## config.mk

```make
export PLATFORM = sky130hd
export DESIGN_NAME = eeprom_data_access_regs
export DESIGN_NICKNAME = d
export VERILOG_FILES = /design/src/verilog/nv_pkg.sv /design/src/verilog/eeprom_data_access_regs.sv
export SDC_FILE = /design/constraint.sdc
export NUM_CORES = 2
export LEC_CHECK = 0
export ABC_AREA = 1
export BUFFER_PORTS_ARGS = -buffer_cell sky130_fd_sc_hd__buf_2
export CELL_PAD_IN_SITES_DETAIL_PLACEMENT = 0
export CELL_PAD_IN_SITES_GLOBAL_PLACEMENT = 1
export CORE_ASPECT_RATIO = 1.5
export CORE_MARGIN = 2
export CORE_UTILIZATION = 40
export CTS_CLUSTER_SIZE = 20
export DETAILED_ROUTE_END_ITERATION = 12
export PLACE_DENSITY_LB_ADDON = 0.1
export SLEW_MARGIN = 20
export SYNTH_ARGS = -nofsm -noshare
export SYNTH_HDL_FRONTEND = slang
export SYNTH_SLANG_ARGS = --single-unit
```

## constraint.sdc

```tcl
create_clock -name clk -period 2.4 [get_ports clk]
set_clock_uncertainty 0.1 [all_clocks]
set_input_delay 0.6 -clock clk [delete_from_list [all_inputs] [get_ports clk]]
set_output_delay 0.6 -clock clk [all_outputs]
set_load 0.005 [all_outputs]
```

## src/verilog/nv_pkg.sv

```systemverilog
`default_nettype none
package nv_pkg;
   localparam int unsigned CELLS = 128;
   localparam int unsigned ADDR_W = 7;
   localparam int unsigned DATA_W = 8;
   localparam int unsigned PAGE_BYTES = 16;
   // register placement: sector bit plus 8-bit offset
   localparam logic ADDR_SECTOR = 1'b0;
   localparam logic DATA_SECTOR = 1'b0;
   localparam logic CTRL_SECTOR = 1'b1;
   localparam logic [7:0] ADDR_OFS = 8'h2a;
   localparam logic [7:0] DATA_OFS = 8'h2b;
   localparam logic [7:0] CTRL_OFS = 8'h40;
   // control field positions
   localparam int unsigned SEL_BIT = 7;
   localparam int unsigned WIPE_EN_BIT = 6;
   localparam int unsigned WIPE_GO_BIT = 5;
   localparam int unsigned PAGE_BIT = 4;
   localparam int unsigned PROG_EN_BIT = 3;
   localparam int unsigned PROG_GO_BIT = 2;
   localparam int unsigned FETCH_EN_BIT = 1;
   localparam int unsigned FETCH_GO_BIT = 0;
   // reset values
   localparam logic [6:0] ADDR_RST = 7'h00;
   localparam logic [7:0] DATA_RST = 8'h00;
   localparam logic [7:0] CTRL_RST = 8'h00;
   // cycle times
   localparam int unsigned CLK_NS = 40;
   localparam int unsigned WIPE_SHORT_NS = 3200000;
   localparam int unsigned PROG_SHORT_NS = 2200000;
   localparam int unsigned WIPE_LONG_NS = 3700000;
   localparam int unsigned PROG_LONG_NS = 3000000;
   typedef enum logic [1:0] {
      ST_IDLE = 2'b00,
      ST_WIPE = 2'b01,
      ST_PROG = 2'b10,
      ST_FETCH = 2'b11
   } op_e;
   typedef struct packed {
      logic wr;
      logic rd;
      logic sector;
      logic [7:0] addr;
      logic [7:0] wdata;
   } sfr_req_s;
endpackage : nv_pkg
`default_nettype wire

```

## src/verilog/eeprom_data_access_regs.sv

```systemverilog
// Summary of operation
// - store holds 128 bytes, reachable only through the registers here.
// - one byte, or the tagged bytes of one 16-byte page for page-mode erase and write, per operation via address, data and control registers.
// - address and data registers sit in sector 0, directly accessed.
// - address register keeps 7 bits, bit 7 reads zero, resets zero.
// - data register keeps 8 bits, resets zero.
// - select bit zero gives erase 3.2 ms, write 2.2 ms.
// - select bit one gives erase 3.7 ms, write 3.0 ms.
// - writing one to erase trigger starts an erase cycle.
// - erase trigger clears itself when the erase ends.
// - erase trigger ignored unless erase enable already set.
// - mode bit picks byte or 16-byte page operation.
// - write trigger needs write enable, clears itself at the end.
// - read trigger needs read enable, clears itself at the end.
// - erase enable clears itself when an erase ends.
`timescale 1ns/1ps
`default_nettype none
module eeprom_data_access_regs
   import nv_pkg::*;
#(
   parameter int unsigned WIPE_SHORT_CYC = WIPE_SHORT_NS / CLK_NS,
   parameter int unsigned PROG_SHORT_CYC = PROG_SHORT_NS / CLK_NS,
   parameter int unsigned WIPE_LONG_CYC = WIPE_LONG_NS / CLK_NS,
   parameter int unsigned PROG_LONG_CYC = PROG_LONG_NS / CLK_NS,
   parameter int unsigned CNT_W = 17
) (
   input wire logic clk,
   input wire logic srst,
   input wire nv_pkg::sfr_req_s sfr,
   output logic [7:0] rdata_q,
   output logic busy
);
   import nv_pkg::*;

   logic [DATA_W-1:0] mem [CELLS];
   logic [DATA_W-1:0] page_buf [PAGE_BYTES];
   logic [PAGE_BYTES-1:0] tag_q;
   logic [ADDR_W-1:0] addr_q, addr_d;
   logic [DATA_W-1:0] data_q, data_d;
   logic [7:0] ctrl_q, ctrl_d;
   logic [CNT_W-1:0] cnt_q, cnt_d;
   op_e st_q, st_d;

   function automatic logic [ADDR_W-1:0] nib_inc(
      input logic [ADDR_W-1:0] a
   );
      // page pointer stops at the last byte, never rolls into next page
      nib_inc = (a[3:0] == 4'hf) ? a : {a[ADDR_W-1:4], a[3:0] + 4'h1};
   endfunction : nib_inc

   function automatic logic hit(input sfr_req_s r, input logic sec,
                                input logic [7:0] ofs);
      hit = (r.sector == sec) && (r.addr == ofs);
   endfunction : hit

   wire addr_wr = sfr.wr && hit(sfr, ADDR_SECTOR, ADDR_OFS);
   wire data_wr = sfr.wr && hit(sfr, DATA_SECTOR, DATA_OFS);
   wire ctrl_wr = sfr.wr && hit(sfr, CTRL_SECTOR, CTRL_OFS);
   wire idle = (st_q == ST_IDLE);
   wire page_mode = ctrl_q[PAGE_BIT];
   wire long_sel = ctrl_q[SEL_BIT];
   // enables are checked as already stored, not as written now
   wire go_wipe = ctrl_wr && sfr.wdata[WIPE_GO_BIT]
                  && ctrl_q[WIPE_EN_BIT] && idle;
   wire go_prog = ctrl_wr && sfr.wdata[PROG_GO_BIT]
                  && ctrl_q[PROG_EN_BIT] && idle && !go_wipe;
   wire go_fetch = ctrl_wr && sfr.wdata[FETCH_GO_BIT]
                   && ctrl_q[FETCH_EN_BIT] && idle
                   && !go_wipe && !go_prog;
   wire timed = (st_q == ST_WIPE) || (st_q == ST_PROG);
   wire expire = timed && (cnt_q == '0);
   wire wipe_done = expire && (st_q == ST_WIPE);
   wire prog_done = expire && (st_q == ST_PROG);
   wire fetch_done = (st_q == ST_FETCH);
   wire buf_load = data_wr && idle && page_mode;
   wire [DATA_W-1:0] fetch_byte = mem[addr_q];
   wire [CNT_W-1:0] wipe_len = long_sel ? CNT_W'(WIPE_LONG_CYC - 1)
                                        : CNT_W'(WIPE_SHORT_CYC - 1);
   wire [CNT_W-1:0] prog_len = long_sel ? CNT_W'(PROG_LONG_CYC - 1)
                                        : CNT_W'(PROG_SHORT_CYC - 1);
   wire [7:0] rd_mux = hit(sfr, ADDR_SECTOR, ADDR_OFS) ? {1'b0, addr_q}
                     : hit(sfr, DATA_SECTOR, DATA_OFS) ? data_q
                     : hit(sfr, CTRL_SECTOR, CTRL_OFS) ? ctrl_q
                     : 8'h00;
   wire wipe_en_fall = ctrl_q[WIPE_EN_BIT] && !ctrl_d[WIPE_EN_BIT];

   assign busy = !idle;

   always_comb begin
      st_d = st_q;
      cnt_d = cnt_q;
      unique case (st_q)
         ST_IDLE: begin
            if (go_wipe) begin
               st_d = ST_WIPE;
               cnt_d = wipe_len;
            end else if (go_prog) begin
               st_d = ST_PROG;
               cnt_d = prog_len;
            end else if (go_fetch) begin
               st_d = ST_FETCH;
            end
         end
         ST_WIPE, ST_PROG: begin
            if (expire) begin
               st_d = ST_IDLE;
            end else begin
               cnt_d = cnt_q - CNT_W'(1);
            end
         end
         ST_FETCH: begin
            st_d = ST_IDLE;
         end
      endcase
   end

   always_comb begin
      ctrl_d = ctrl_q;
      if (wipe_done) begin
         ctrl_d[WIPE_GO_BIT] = 1'b0;
         ctrl_d[WIPE_EN_BIT] = 1'b0;
      end
      if (prog_done) begin
         ctrl_d[PROG_GO_BIT] = 1'b0;
      end
      if (fetch_done) begin
         ctrl_d[FETCH_GO_BIT] = 1'b0;
      end
      // software write lands after hardware clears, so a set is not lost
      if (ctrl_wr) begin
         ctrl_d[SEL_BIT] = sfr.wdata[SEL_BIT];
         ctrl_d[WIPE_EN_BIT] = sfr.wdata[WIPE_EN_BIT];
         ctrl_d[PAGE_BIT] = sfr.wdata[PAGE_BIT];
         ctrl_d[PROG_EN_BIT] = sfr.wdata[PROG_EN_BIT];
         ctrl_d[FETCH_EN_BIT] = sfr.wdata[FETCH_EN_BIT];
      end
      if (go_wipe) begin
         ctrl_d[WIPE_GO_BIT] = 1'b1;
      end
      if (go_prog) begin
         ctrl_d[PROG_GO_BIT] = 1'b1;
      end
      if (go_fetch) begin
         ctrl_d[FETCH_GO_BIT] = 1'b1;
      end
   end

   always_comb begin
      addr_d = addr_q;
      data_d = data_q;
      if (addr_wr) begin
         addr_d = sfr.wdata[ADDR_W-1:0];
      end
      if (data_wr) begin
         data_d = sfr.wdata;
      end
      if (buf_load) begin
         addr_d = nib_inc(addr_q);
      end
      if (fetch_done) begin
         data_d = fetch_byte;
         if (page_mode) begin
            addr_d = nib_inc(addr_q);
         end
      end
   end

   always_ff @(posedge clk) begin
      if (srst) begin
         st_q <= ST_IDLE;
         cnt_q <= '0;
         ctrl_q <= CTRL_RST;
         addr_q <= ADDR_RST;
         data_q <= DATA_RST;
         rdata_q <= 8'h00;
      end else begin
         st_q <= st_d;
         cnt_q <= cnt_d;
         ctrl_q <= ctrl_d;
         addr_q <= addr_d;
         data_q <= data_d;
         rdata_q <= sfr.rd ? rd_mux : rdata_q;
      end
   end

   // page buffer tags mark which bytes a page operation touches
   always_ff @(posedge clk) begin
      if (srst) begin
         tag_q <= '0;
      end else if (wipe_en_fall || wipe_done || prog_done) begin
         tag_q <= '0;
      end else if (buf_load) begin
         tag_q[addr_q[3:0]] <= 1'b1;
      end
   end

   always_ff @(posedge clk) begin
      if (buf_load) begin
         page_buf[addr_q[3:0]] <= sfr.wdata;
      end
   end

   // store contents survive reset on purpose: it is the nonvolatile array
   always_ff @(posedge clk) begin
      if (!srst && (wipe_done || prog_done)) begin
         if (page_mode) begin
            for (int i = 0; i < PAGE_BYTES; i++) begin
               if (tag_q[i]) begin
                  mem[{addr_q[ADDR_W-1:4], 4'(i)}] <=
                     wipe_done ? 8'h00 : page_buf[i];
               end
            end
         end else begin
            mem[addr_q] <= wipe_done ? 8'h00 : data_q;
         end
      end
   end

   ignore_trig_a: assert property (@(posedge clk) disable iff (srst)
      ctrl_wr && sfr.wdata[WIPE_GO_BIT] && !ctrl_q[WIPE_EN_BIT]
      && idle && !sfr.wdata[PROG_GO_BIT] && !sfr.wdata[FETCH_GO_BIT]
      |=> st_q == ST_IDLE && !ctrl_q[WIPE_GO_BIT])
      else $error("erase started without enable");
   wipe_end_a: assert property (@(posedge clk) disable iff (srst)
      wipe_done |=> !ctrl_q[WIPE_GO_BIT] && idle
      && (!ctrl_q[WIPE_EN_BIT] || $past(ctrl_wr)))
      else $error("erase end left bits set");
   wipe_len_a: assert property (@(posedge clk) disable iff (srst)
      go_wipe |=> st_q == ST_WIPE && cnt_q == $past(wipe_len)
      && ctrl_q[WIPE_GO_BIT])
      else $error("erase duration wrong");
   short_time_a: assert property (@(posedge clk) disable iff (srst)
      go_prog && !long_sel |=> cnt_q == CNT_W'(PROG_SHORT_CYC - 1))
      else $error("short write time wrong");
   long_time_a: assert property (@(posedge clk) disable iff (srst)
      go_wipe && long_sel |=> cnt_q == CNT_W'(WIPE_LONG_CYC - 1))
      else $error("long erase time wrong");
   timer_count_a: assert property (@(posedge clk) disable iff (srst)
      timed && cnt_q != '0 |=> cnt_q == $past(cnt_q) - CNT_W'(1)
      && st_q == $past(st_q))
      else $error("cycle timer not counting");
   fetch_data_a: assert property (@(posedge clk) disable iff (srst)
      go_fetch |=> ctrl_q[FETCH_GO_BIT] ##1
      (!ctrl_q[FETCH_GO_BIT] && data_q == $past(fetch_byte)))
      else $error("read did not deliver");
   prog_byte_a: assert property (@(posedge clk) disable iff (srst)
      prog_done && !page_mode |=> mem[$past(addr_q)] == $past(data_q)
      && !ctrl_q[PROG_GO_BIT])
      else $error("byte write lost");
   page_stop_a: assert property (@(posedge clk) disable iff (srst)
      fetch_done && page_mode && !addr_wr && addr_q[3:0] == 4'hf
      |=> addr_q == $past(addr_q))
      else $error("page pointer rolled over");
   addr_top_a: assert property (@(posedge clk) disable iff (srst)
      sfr.rd && hit(sfr, ADDR_SECTOR, ADDR_OFS)
      |=> !rdata_q[7] && rdata_q[6:0] == $past(addr_q))
      else $error("address readback wrong");
   data_rb_a: assert property (@(posedge clk) disable iff (srst)
      data_wr && !fetch_done ##1 !data_wr && !fetch_done
      ##1 sfr.rd && hit(sfr, DATA_SECTOR, DATA_OFS)
      |=> rdata_q == $past(sfr.wdata, 3))
      else $error("data readback wrong");
endmodule : eeprom_data_access_regs
`default_nettype wire

```

Word-level counts from Yosys, hierarchy flattened
Memory sizes are Yosys's and may differ from the RTL's. A register that Yosys moved wholly into a read port is not among the register bits.
Index checks and enable logic that the tools add are counted.
{"block": "totals", "word_cells": 197, "out_inout_bits": 9, "in_bits": 21, "ff_bits": 66, "n_memories": 2, "ramBits": 1152}
{"name": "mem", "depth": 128, "word_bits": 8, "rd": 1, "rd_clocked_by_memory_dff": 1, "write_ports": 16, "line_no": "eeprom_data_access_regs.sv:35", "source": "logic [DATA_W-1:0] mem [CELLS];"}
{"name": "page_buf", "depth": 16, "word_bits": 8, "rd": 16, "rd_clocked_by_memory_dff": 0, "write_ports": 1, "line_no": "eeprom_data_access_regs.sv:36", "source": "logic [DATA_W-1:0] page_buf [PAGE_BYTES];"}
{"block": "classes", "n_mux": 120, "n_addsub": 2, "n_bitwise": 2, "eq_ne": 11, "reduce_logical": 47, "magnitude_cmp": 2}
{"op": "$mux W8", "n": 23}
{"op": "$mux W1", "n": 77}
{"op": "$mux W17", "n": 4}
{"op": "$mux W7", "n": 6}
{"op": "$pmux W17 S2", "n": 1}
{"op": "$logic_and A1 B1 Y1", "n": 26}
{"op": "$logic_not A17 Y1", "n": 1}
{"op": "$sub A17 B1 Y17 const B", "n": 1}
{"op": "$eq A8 B6 Y1 const B", "n": 2}
{"op": "$or A16 B16 Y16", "n": 1}
{"op": "$mux W15", "n": 1}
{"op": "$mux W2", "n": 5}
{"op": "$reduce_bool A2 Y1", "n": 5}
{"op": "$eq A8 B7 Y1 const B", "n": 1}
{"op": "$reduce_or A8 Y1", "n": 1}
{"op": "$pmux W2 S3", "n": 1}
{"op": "$logic_not A1 Y1", "n": 5}
{"op": "$lt A4 B5 Y1 const B", "n": 1}
{"op": "$add A4 B1 Y4 const B", "n": 1}
{"op": "$demux W1 S4", "n": 1}
{"op": "$eq A2 B2 Y1 const B", "n": 2}
{"op": "$eq A4 B4 Y1 const B", "n": 1}
{"op": "$ge A4 B1 Y1 const B", "n": 1}
{"op": "$logic_or A1 B1 Y1", "n": 4}
{"op": "10 further kinds", "n": 12}

Logic depth before layout (Yosys ltp)
{"block": "depth", "depth_word": 14, "mapped_depth": 16, "ltp_nobuf": 13}

Worst setup path before layout
No wires, ideal clock.
{"block": "synth_timing", "path_type": "input-to-reg", "from": "in sfr[8] (netlist name)", "to": "reg cnt_q[16]", "slack_ns": -0.117, "setup_time_ns": 0.071, "path_buffers": 0, "cell_stages": 13, "arrival_time_ns": 2.346, "required_ns": 2.229, "path_cell_list": "inv_1 > nand3_1 > nor3_1 > nand2_1 > nor2_1 > nand3_1 > nor2_1 > inv_1 > ha_1 > or2_2 > nand2_1 > nand2_1 > a21oi_1"}
{"block": "synth_between", "elab_chain_cells": 10, "elab_cells_between_ends": 15, "classes_between": "2 x eq/ne; 2 x mux; 11 x reduce/logical"}
{"element": "start, declared", "line_no": "eeprom_data_access_regs.sv:29", "source": "input wire nv_pkg::sfr_req_s sfr,"}
{"element": "$eq A8 B7 Y1 *", "line_no": "eeprom_data_access_regs.sv:53", "source": "hit = (r.sector == sec) && (r.addr == ofs);"}
{"element": "$logic_and A1 B1 Y1 *", "line_no": "eeprom_data_access_regs.sv:53"}
{"element": "$logic_and A1 B1 Y1 *", "line_no": "eeprom_data_access_regs.sv:58", "source": "wire ctrl_wr = sfr.wr && hit(sfr, CTRL_SECTOR, CTRL_OFS);"}
{"element": "$logic_and A1 B1 Y1", "line_no": "eeprom_data_access_regs.sv:63", "source": "wire go_wipe = ctrl_wr && sfr.wdata[WIPE_GO_BIT]"}
{"element": "$logic_and A1 B1 Y1 (2 in a row)", "line_no": "eeprom_data_access_regs.sv:64", "source": "&& ctrl_q[WIPE_EN_BIT] && idle;"}
{"element": "$logic_not A1 Y1", "line_no": "eeprom_data_access_regs.sv:66", "source": "&& ctrl_q[PROG_EN_BIT] && idle && !go_wipe;"}
{"element": "$logic_and A1 B1 Y1", "line_no": "eeprom_data_access_regs.sv:66"}
{"element": "$ne A3 B1 Y1 (no line)"}
{"element": "$reduce_and A3 Y1 (no line)"}
{"element": "end signal, assigned", "line_no": "eeprom_data_access_regs.sv:178", "source": "cnt_q <= cnt_d;"}
{"element": "end, declared", "line_no": "eeprom_data_access_regs.sv:41", "source": "logic [CNT_W-1:0] cnt_q, cnt_d;"}
Mark *: on every way between the ends. The rest lies on a longest branch, timed or not.
A chain may end at the register's enable or synchronous reset.

==> flow_metrics.py <==
metrics = {
    "placement": {
        "portBuffers": 29,
        "place_area_mm2": 0.0785,
        "place.gp.congestion": 1.01,
        "dp_hpwl_um": 214000,
    },
    "grt": {
        "grt_pass1_vias": 55862,
        "antenna_found_initial": 10,
        "overflow": 0,
        "met3_usage_pct": 4.06,
        "grt_busiest_layer": "met2",
        "global_route.usage.met1_pct": 36.5,
        "grt_max_degree": 68,
        "use_met2_pct": 60.0,
        "grt_pass1_wl_um": 410000,
        "grt.total_usage_pct": 34.0,
    },
    "synth": {
        "synth-seq-cells": 1218,
        "synthCells": 7770,
        "yosysUniqueCellTypes": 37,
        "syn_nets": 7806,
        "synthTopCellsByCount": "2197 x nand2_1, 1152 x edfxtp_1, 866 x o21ai_1",
        "ys.flop_type": "edfxtp_1",
        "yosysMostFrequentCell": "nand2_1",
        "ys_top_cells_by_area": "edfxtp_1 51%, nand2_1 12%, o21ai_1 6.4%",
        "synth_edf_count": 1152,
        "async_flop_share_pct": 0,
        "synth_top_area_share_pct": 51.3,
        "ys_seq_area_share_pct": 53.3,
        "ys_warn_count": 0,
        "post-synth-top-area-cell": "edfxtp_1",
        "syn-cell-area_mm2": 0.0674,
        "syn_area_per_cell_um2": 8.68,
    },
    "floorplan": {
        "core_mm2": 0.168,
        "die_h_um": 507,
        "ios": 30,
        "dieArea_mm2": 0.172,
        "rows": 184,
        "start_util_pct": 40.2,
        "die_width_um": 339,
    },
    "critical_path": {
        "cp-endpoint": "data_q[6]",
        "crit_path_end_kind": "flop",
        "crit-reg2reg-launch": "addr_q[0]",
        "r2r_slack_ps": -450,
        "required_ps": 2970,
        "r2r_end": "data_q[6]",
        "cp-start-kind": "flop",
        "path_max_fanout": 46,
        "startpoint": "addr_q[0]",
        "timing_worst_setup_path_type": "reg2reg",
        "reg2reg_depth": 14,
        "cp.arrival_ps": 3420,
    },
    "timing": {
        "rsz0062_at_grt": "true",
        "min_period_ps": 2850,
        "finalHoldViolCount": 0,
        "max_freq_ghz": 0.351,
        "finalSetupViolCount": 2100,
        "layout_setup_ws_ps": -446,
        "fin_crit_sh_pct": 119,
        "fin_setup_tns_ps": -460290,
        "slew-limit-headroom_pct": 43.3,
        "worst_slew_pin_slew_ps": 848,
        "slew_violations": 0,
    },
    "detailed_routing": {
        "drtAntennaViolNets": 0,
        "wire_per_inst_um": 28.8,
        "wirelength_um": 313000,
        "remaining_drc_errors": 0,
        "firstDrtPassIters": 6,
        "first_iter_violations": 7020,
        "vias": 60211,
        "vias_per_cell": 5.54,
    },
    "min_path": {
        "min_path_type": "in2reg",
    },
    "clock_network": {
        "clk_path_buf_depth": 3,
        "ctsHoldBuffers": 0,
        "htree_num_levels": 4,
        "ctsRootBufferMaster": "clkbuf_16",
        "cts.clk_slew.worst_paths_ps": 60,
        "cts_tree": "done",
        "cts_buffers": 132,
        "clock_latency_ps": 800,
        "cts.sinks": 1218,
    },
    "run_status": {
        "violations": "negative setup slack",
        "status": "finished, violations left",
    },
    "power_and_ir_drop": {
        "p_leak_nw": 36.2,
        "vdd_drop_max_mv": 0.864,
        "power_density_mw_per_mm2": 562,
    },
    "cells_and_area": {
        "multiInputGateArea_mm2": 0.0275,
        "drive_gt1_share_pct": 25.3,
        "regArea_mm2": 0.0359,
        "num-fill-cells": 15545,
        "finalNetCount": 8562,
        "design_area_mm2": 0.0880,
        "syn_to_final_growth_pct": 30.6,
    },
    "job": {
        "maxCapViolCount": 0,
    },
}
-- worst max-delay path, cell delays in order, from the launching register on --
cell	delay (ps)
dfxtp_4	390
buf_4	160
buf_12	140
buf_12	180
buf_4	220
o211ai_1	520
nand2_1	190
nor2_1	140
nor2_1	90
nor2_1	110
nand2_1	60
nand2_1	60
nand2_1	50
o21ai_1	130
a21oi_1	80
-- state kept, by name, summed over array words and instances, names as in the netlist --
name,flops
cnt_q,17
tag_q,16
rdata_q,8
page_buf,128
ctrl_q,8
data_q,8
mem,1024
addr_q,7
st_q,2
-- routing by layer --
layer  wire (µm)  part of all wire [%]
met1      105000                    33
met2      155000                    50
met3       21000                   6.7
met4       31800                    10
met5           0                     0
-- per-stage QoR --
step | worst slack (ps) | instances | hold WS, ps | utilization [%] | total power [mW]
detailed placement | -713 | 10472 | 349 | 46.8 | 28.4
global route | -497 | 10865 | 44.1 | 52.5 | 50.6
global placement | -749 | 10472 | 344 | 46.8 | 28.4
floorplan | 8.70 | 7770 | 330 | - | 25.8
CTS | -400 | 10762 | 10.8 | 50.5 | 49.1
finish | -446 | 10868 | 46.2 | 52.5 | 49.5
-- layout by cell type (no fill, tap or decap), types with 30 or more instances in the layout --
| cell | synthesis | final |
|---|---|---|
| inv_1 | 798 | 794 |
| nand2_1 | 2197 | 2020 |
| buf_6 | 101 | 97 |
| clkbuf_1 | 227 | 30 |
| buf_4 | 11 | 644 |
| nand3_4 | 120 | 160 |
| clkbuf_16 | 0 | 172 |
| nor2_2 | 9 | 65 |
| dfxtp_1 | 66 | 59 |
| buf_2 | 182 | 33 |
| or2_2 | 94 | 91 |
| o21ai_2 | 98 | 134 |
| a21oi_1 | 51 | 50 |
| edfxtp_1 | 1152 | 1152 |
| o21ai_0 | 195 | 158 |
| nor2_1 | 722 | 638 |
| nor2_4 | 20 | 48 |
| o21ai_1 | 866 | 866 |
| nand3_2 | 0 | 95 |
| buf_12 | 13 | 302 |
| nand2_2 | 7 | 142 |
| buf_16 | 0 | 33 |
| nand4_1 | 136 | 136 |
| nand3_1 | 440 | 327 |
| o211ai_1 | 150 | 150 |
-- area by class of cell --
class | count | area share, %
clock buffers | 166 | 3.96
well taps | 2232 | 3.17
inverters | 816 | 3.52
repair inverters | 1 | 0.0341
clock inverters | 72 | 0.850
multi-input cells | 5184 | 31.3
diodes | 6 | 0.0171
flip-flops and latches | 1218 | 40.8
repair buffers | 1173 | 16.4
-- kinds of logic after synthesis --
kind of cell / after synthesis / share of synthesized area (%)
flip-flops: 1218 / 53.3
AO/OA/AOI/OAI: 1382 / 11.4
buffers and inverters: 1390 / 9.58
AND/OR/NAND/NOR: 3760 / 25.4
adder cells (fa/ha/maj): 15 / 0.278
XOR/XNOR: 5 / 0.0649
-- report_power, final --
part,switching (mW),total [mW],internal [mW],leakage [nW]
combinational,3.23,5.39,2.16,23.2
sequential,0.150,23.3,23.2,10.9
clock,9.03,20.8,11.7,2.08
total,12.4,49.5,37.1,36.2
-- timing repair --
item / 4_1_cts / 5_1_grt
endpoints found under the setup margin: 2153 / 2131
buffers inserted: 36 / 57
endpoints found under the hold margin: 0 / 0
cloned: 19 / 74
resized for setup: 303 / 493
pin swaps: 102 / 133
-- how the worst min path moves through the flow --
| stage | start | endpoint | slack [ps] | cells past startpoint |
|---|---|---|---|---|
| after floorplan | ctrl_q[3] | ctrl_q[3] | 330 | 2 |
| after global placement | ctrl_q[3] | ctrl_q[3] | 340 | 2 |
| after detailed placement | ctrl_q[3] | ctrl_q[3] | 350 | 2 |
| after CTS | sfr[17] | rdata_q[1] | 10 | 3 |
| after global routing | sfr[17] | rdata_q[1] | 40 | 3 |
| final | sfr[17] | rdata_q[1] | 50 | 3 |
Power figures use the tool's default switching activity.
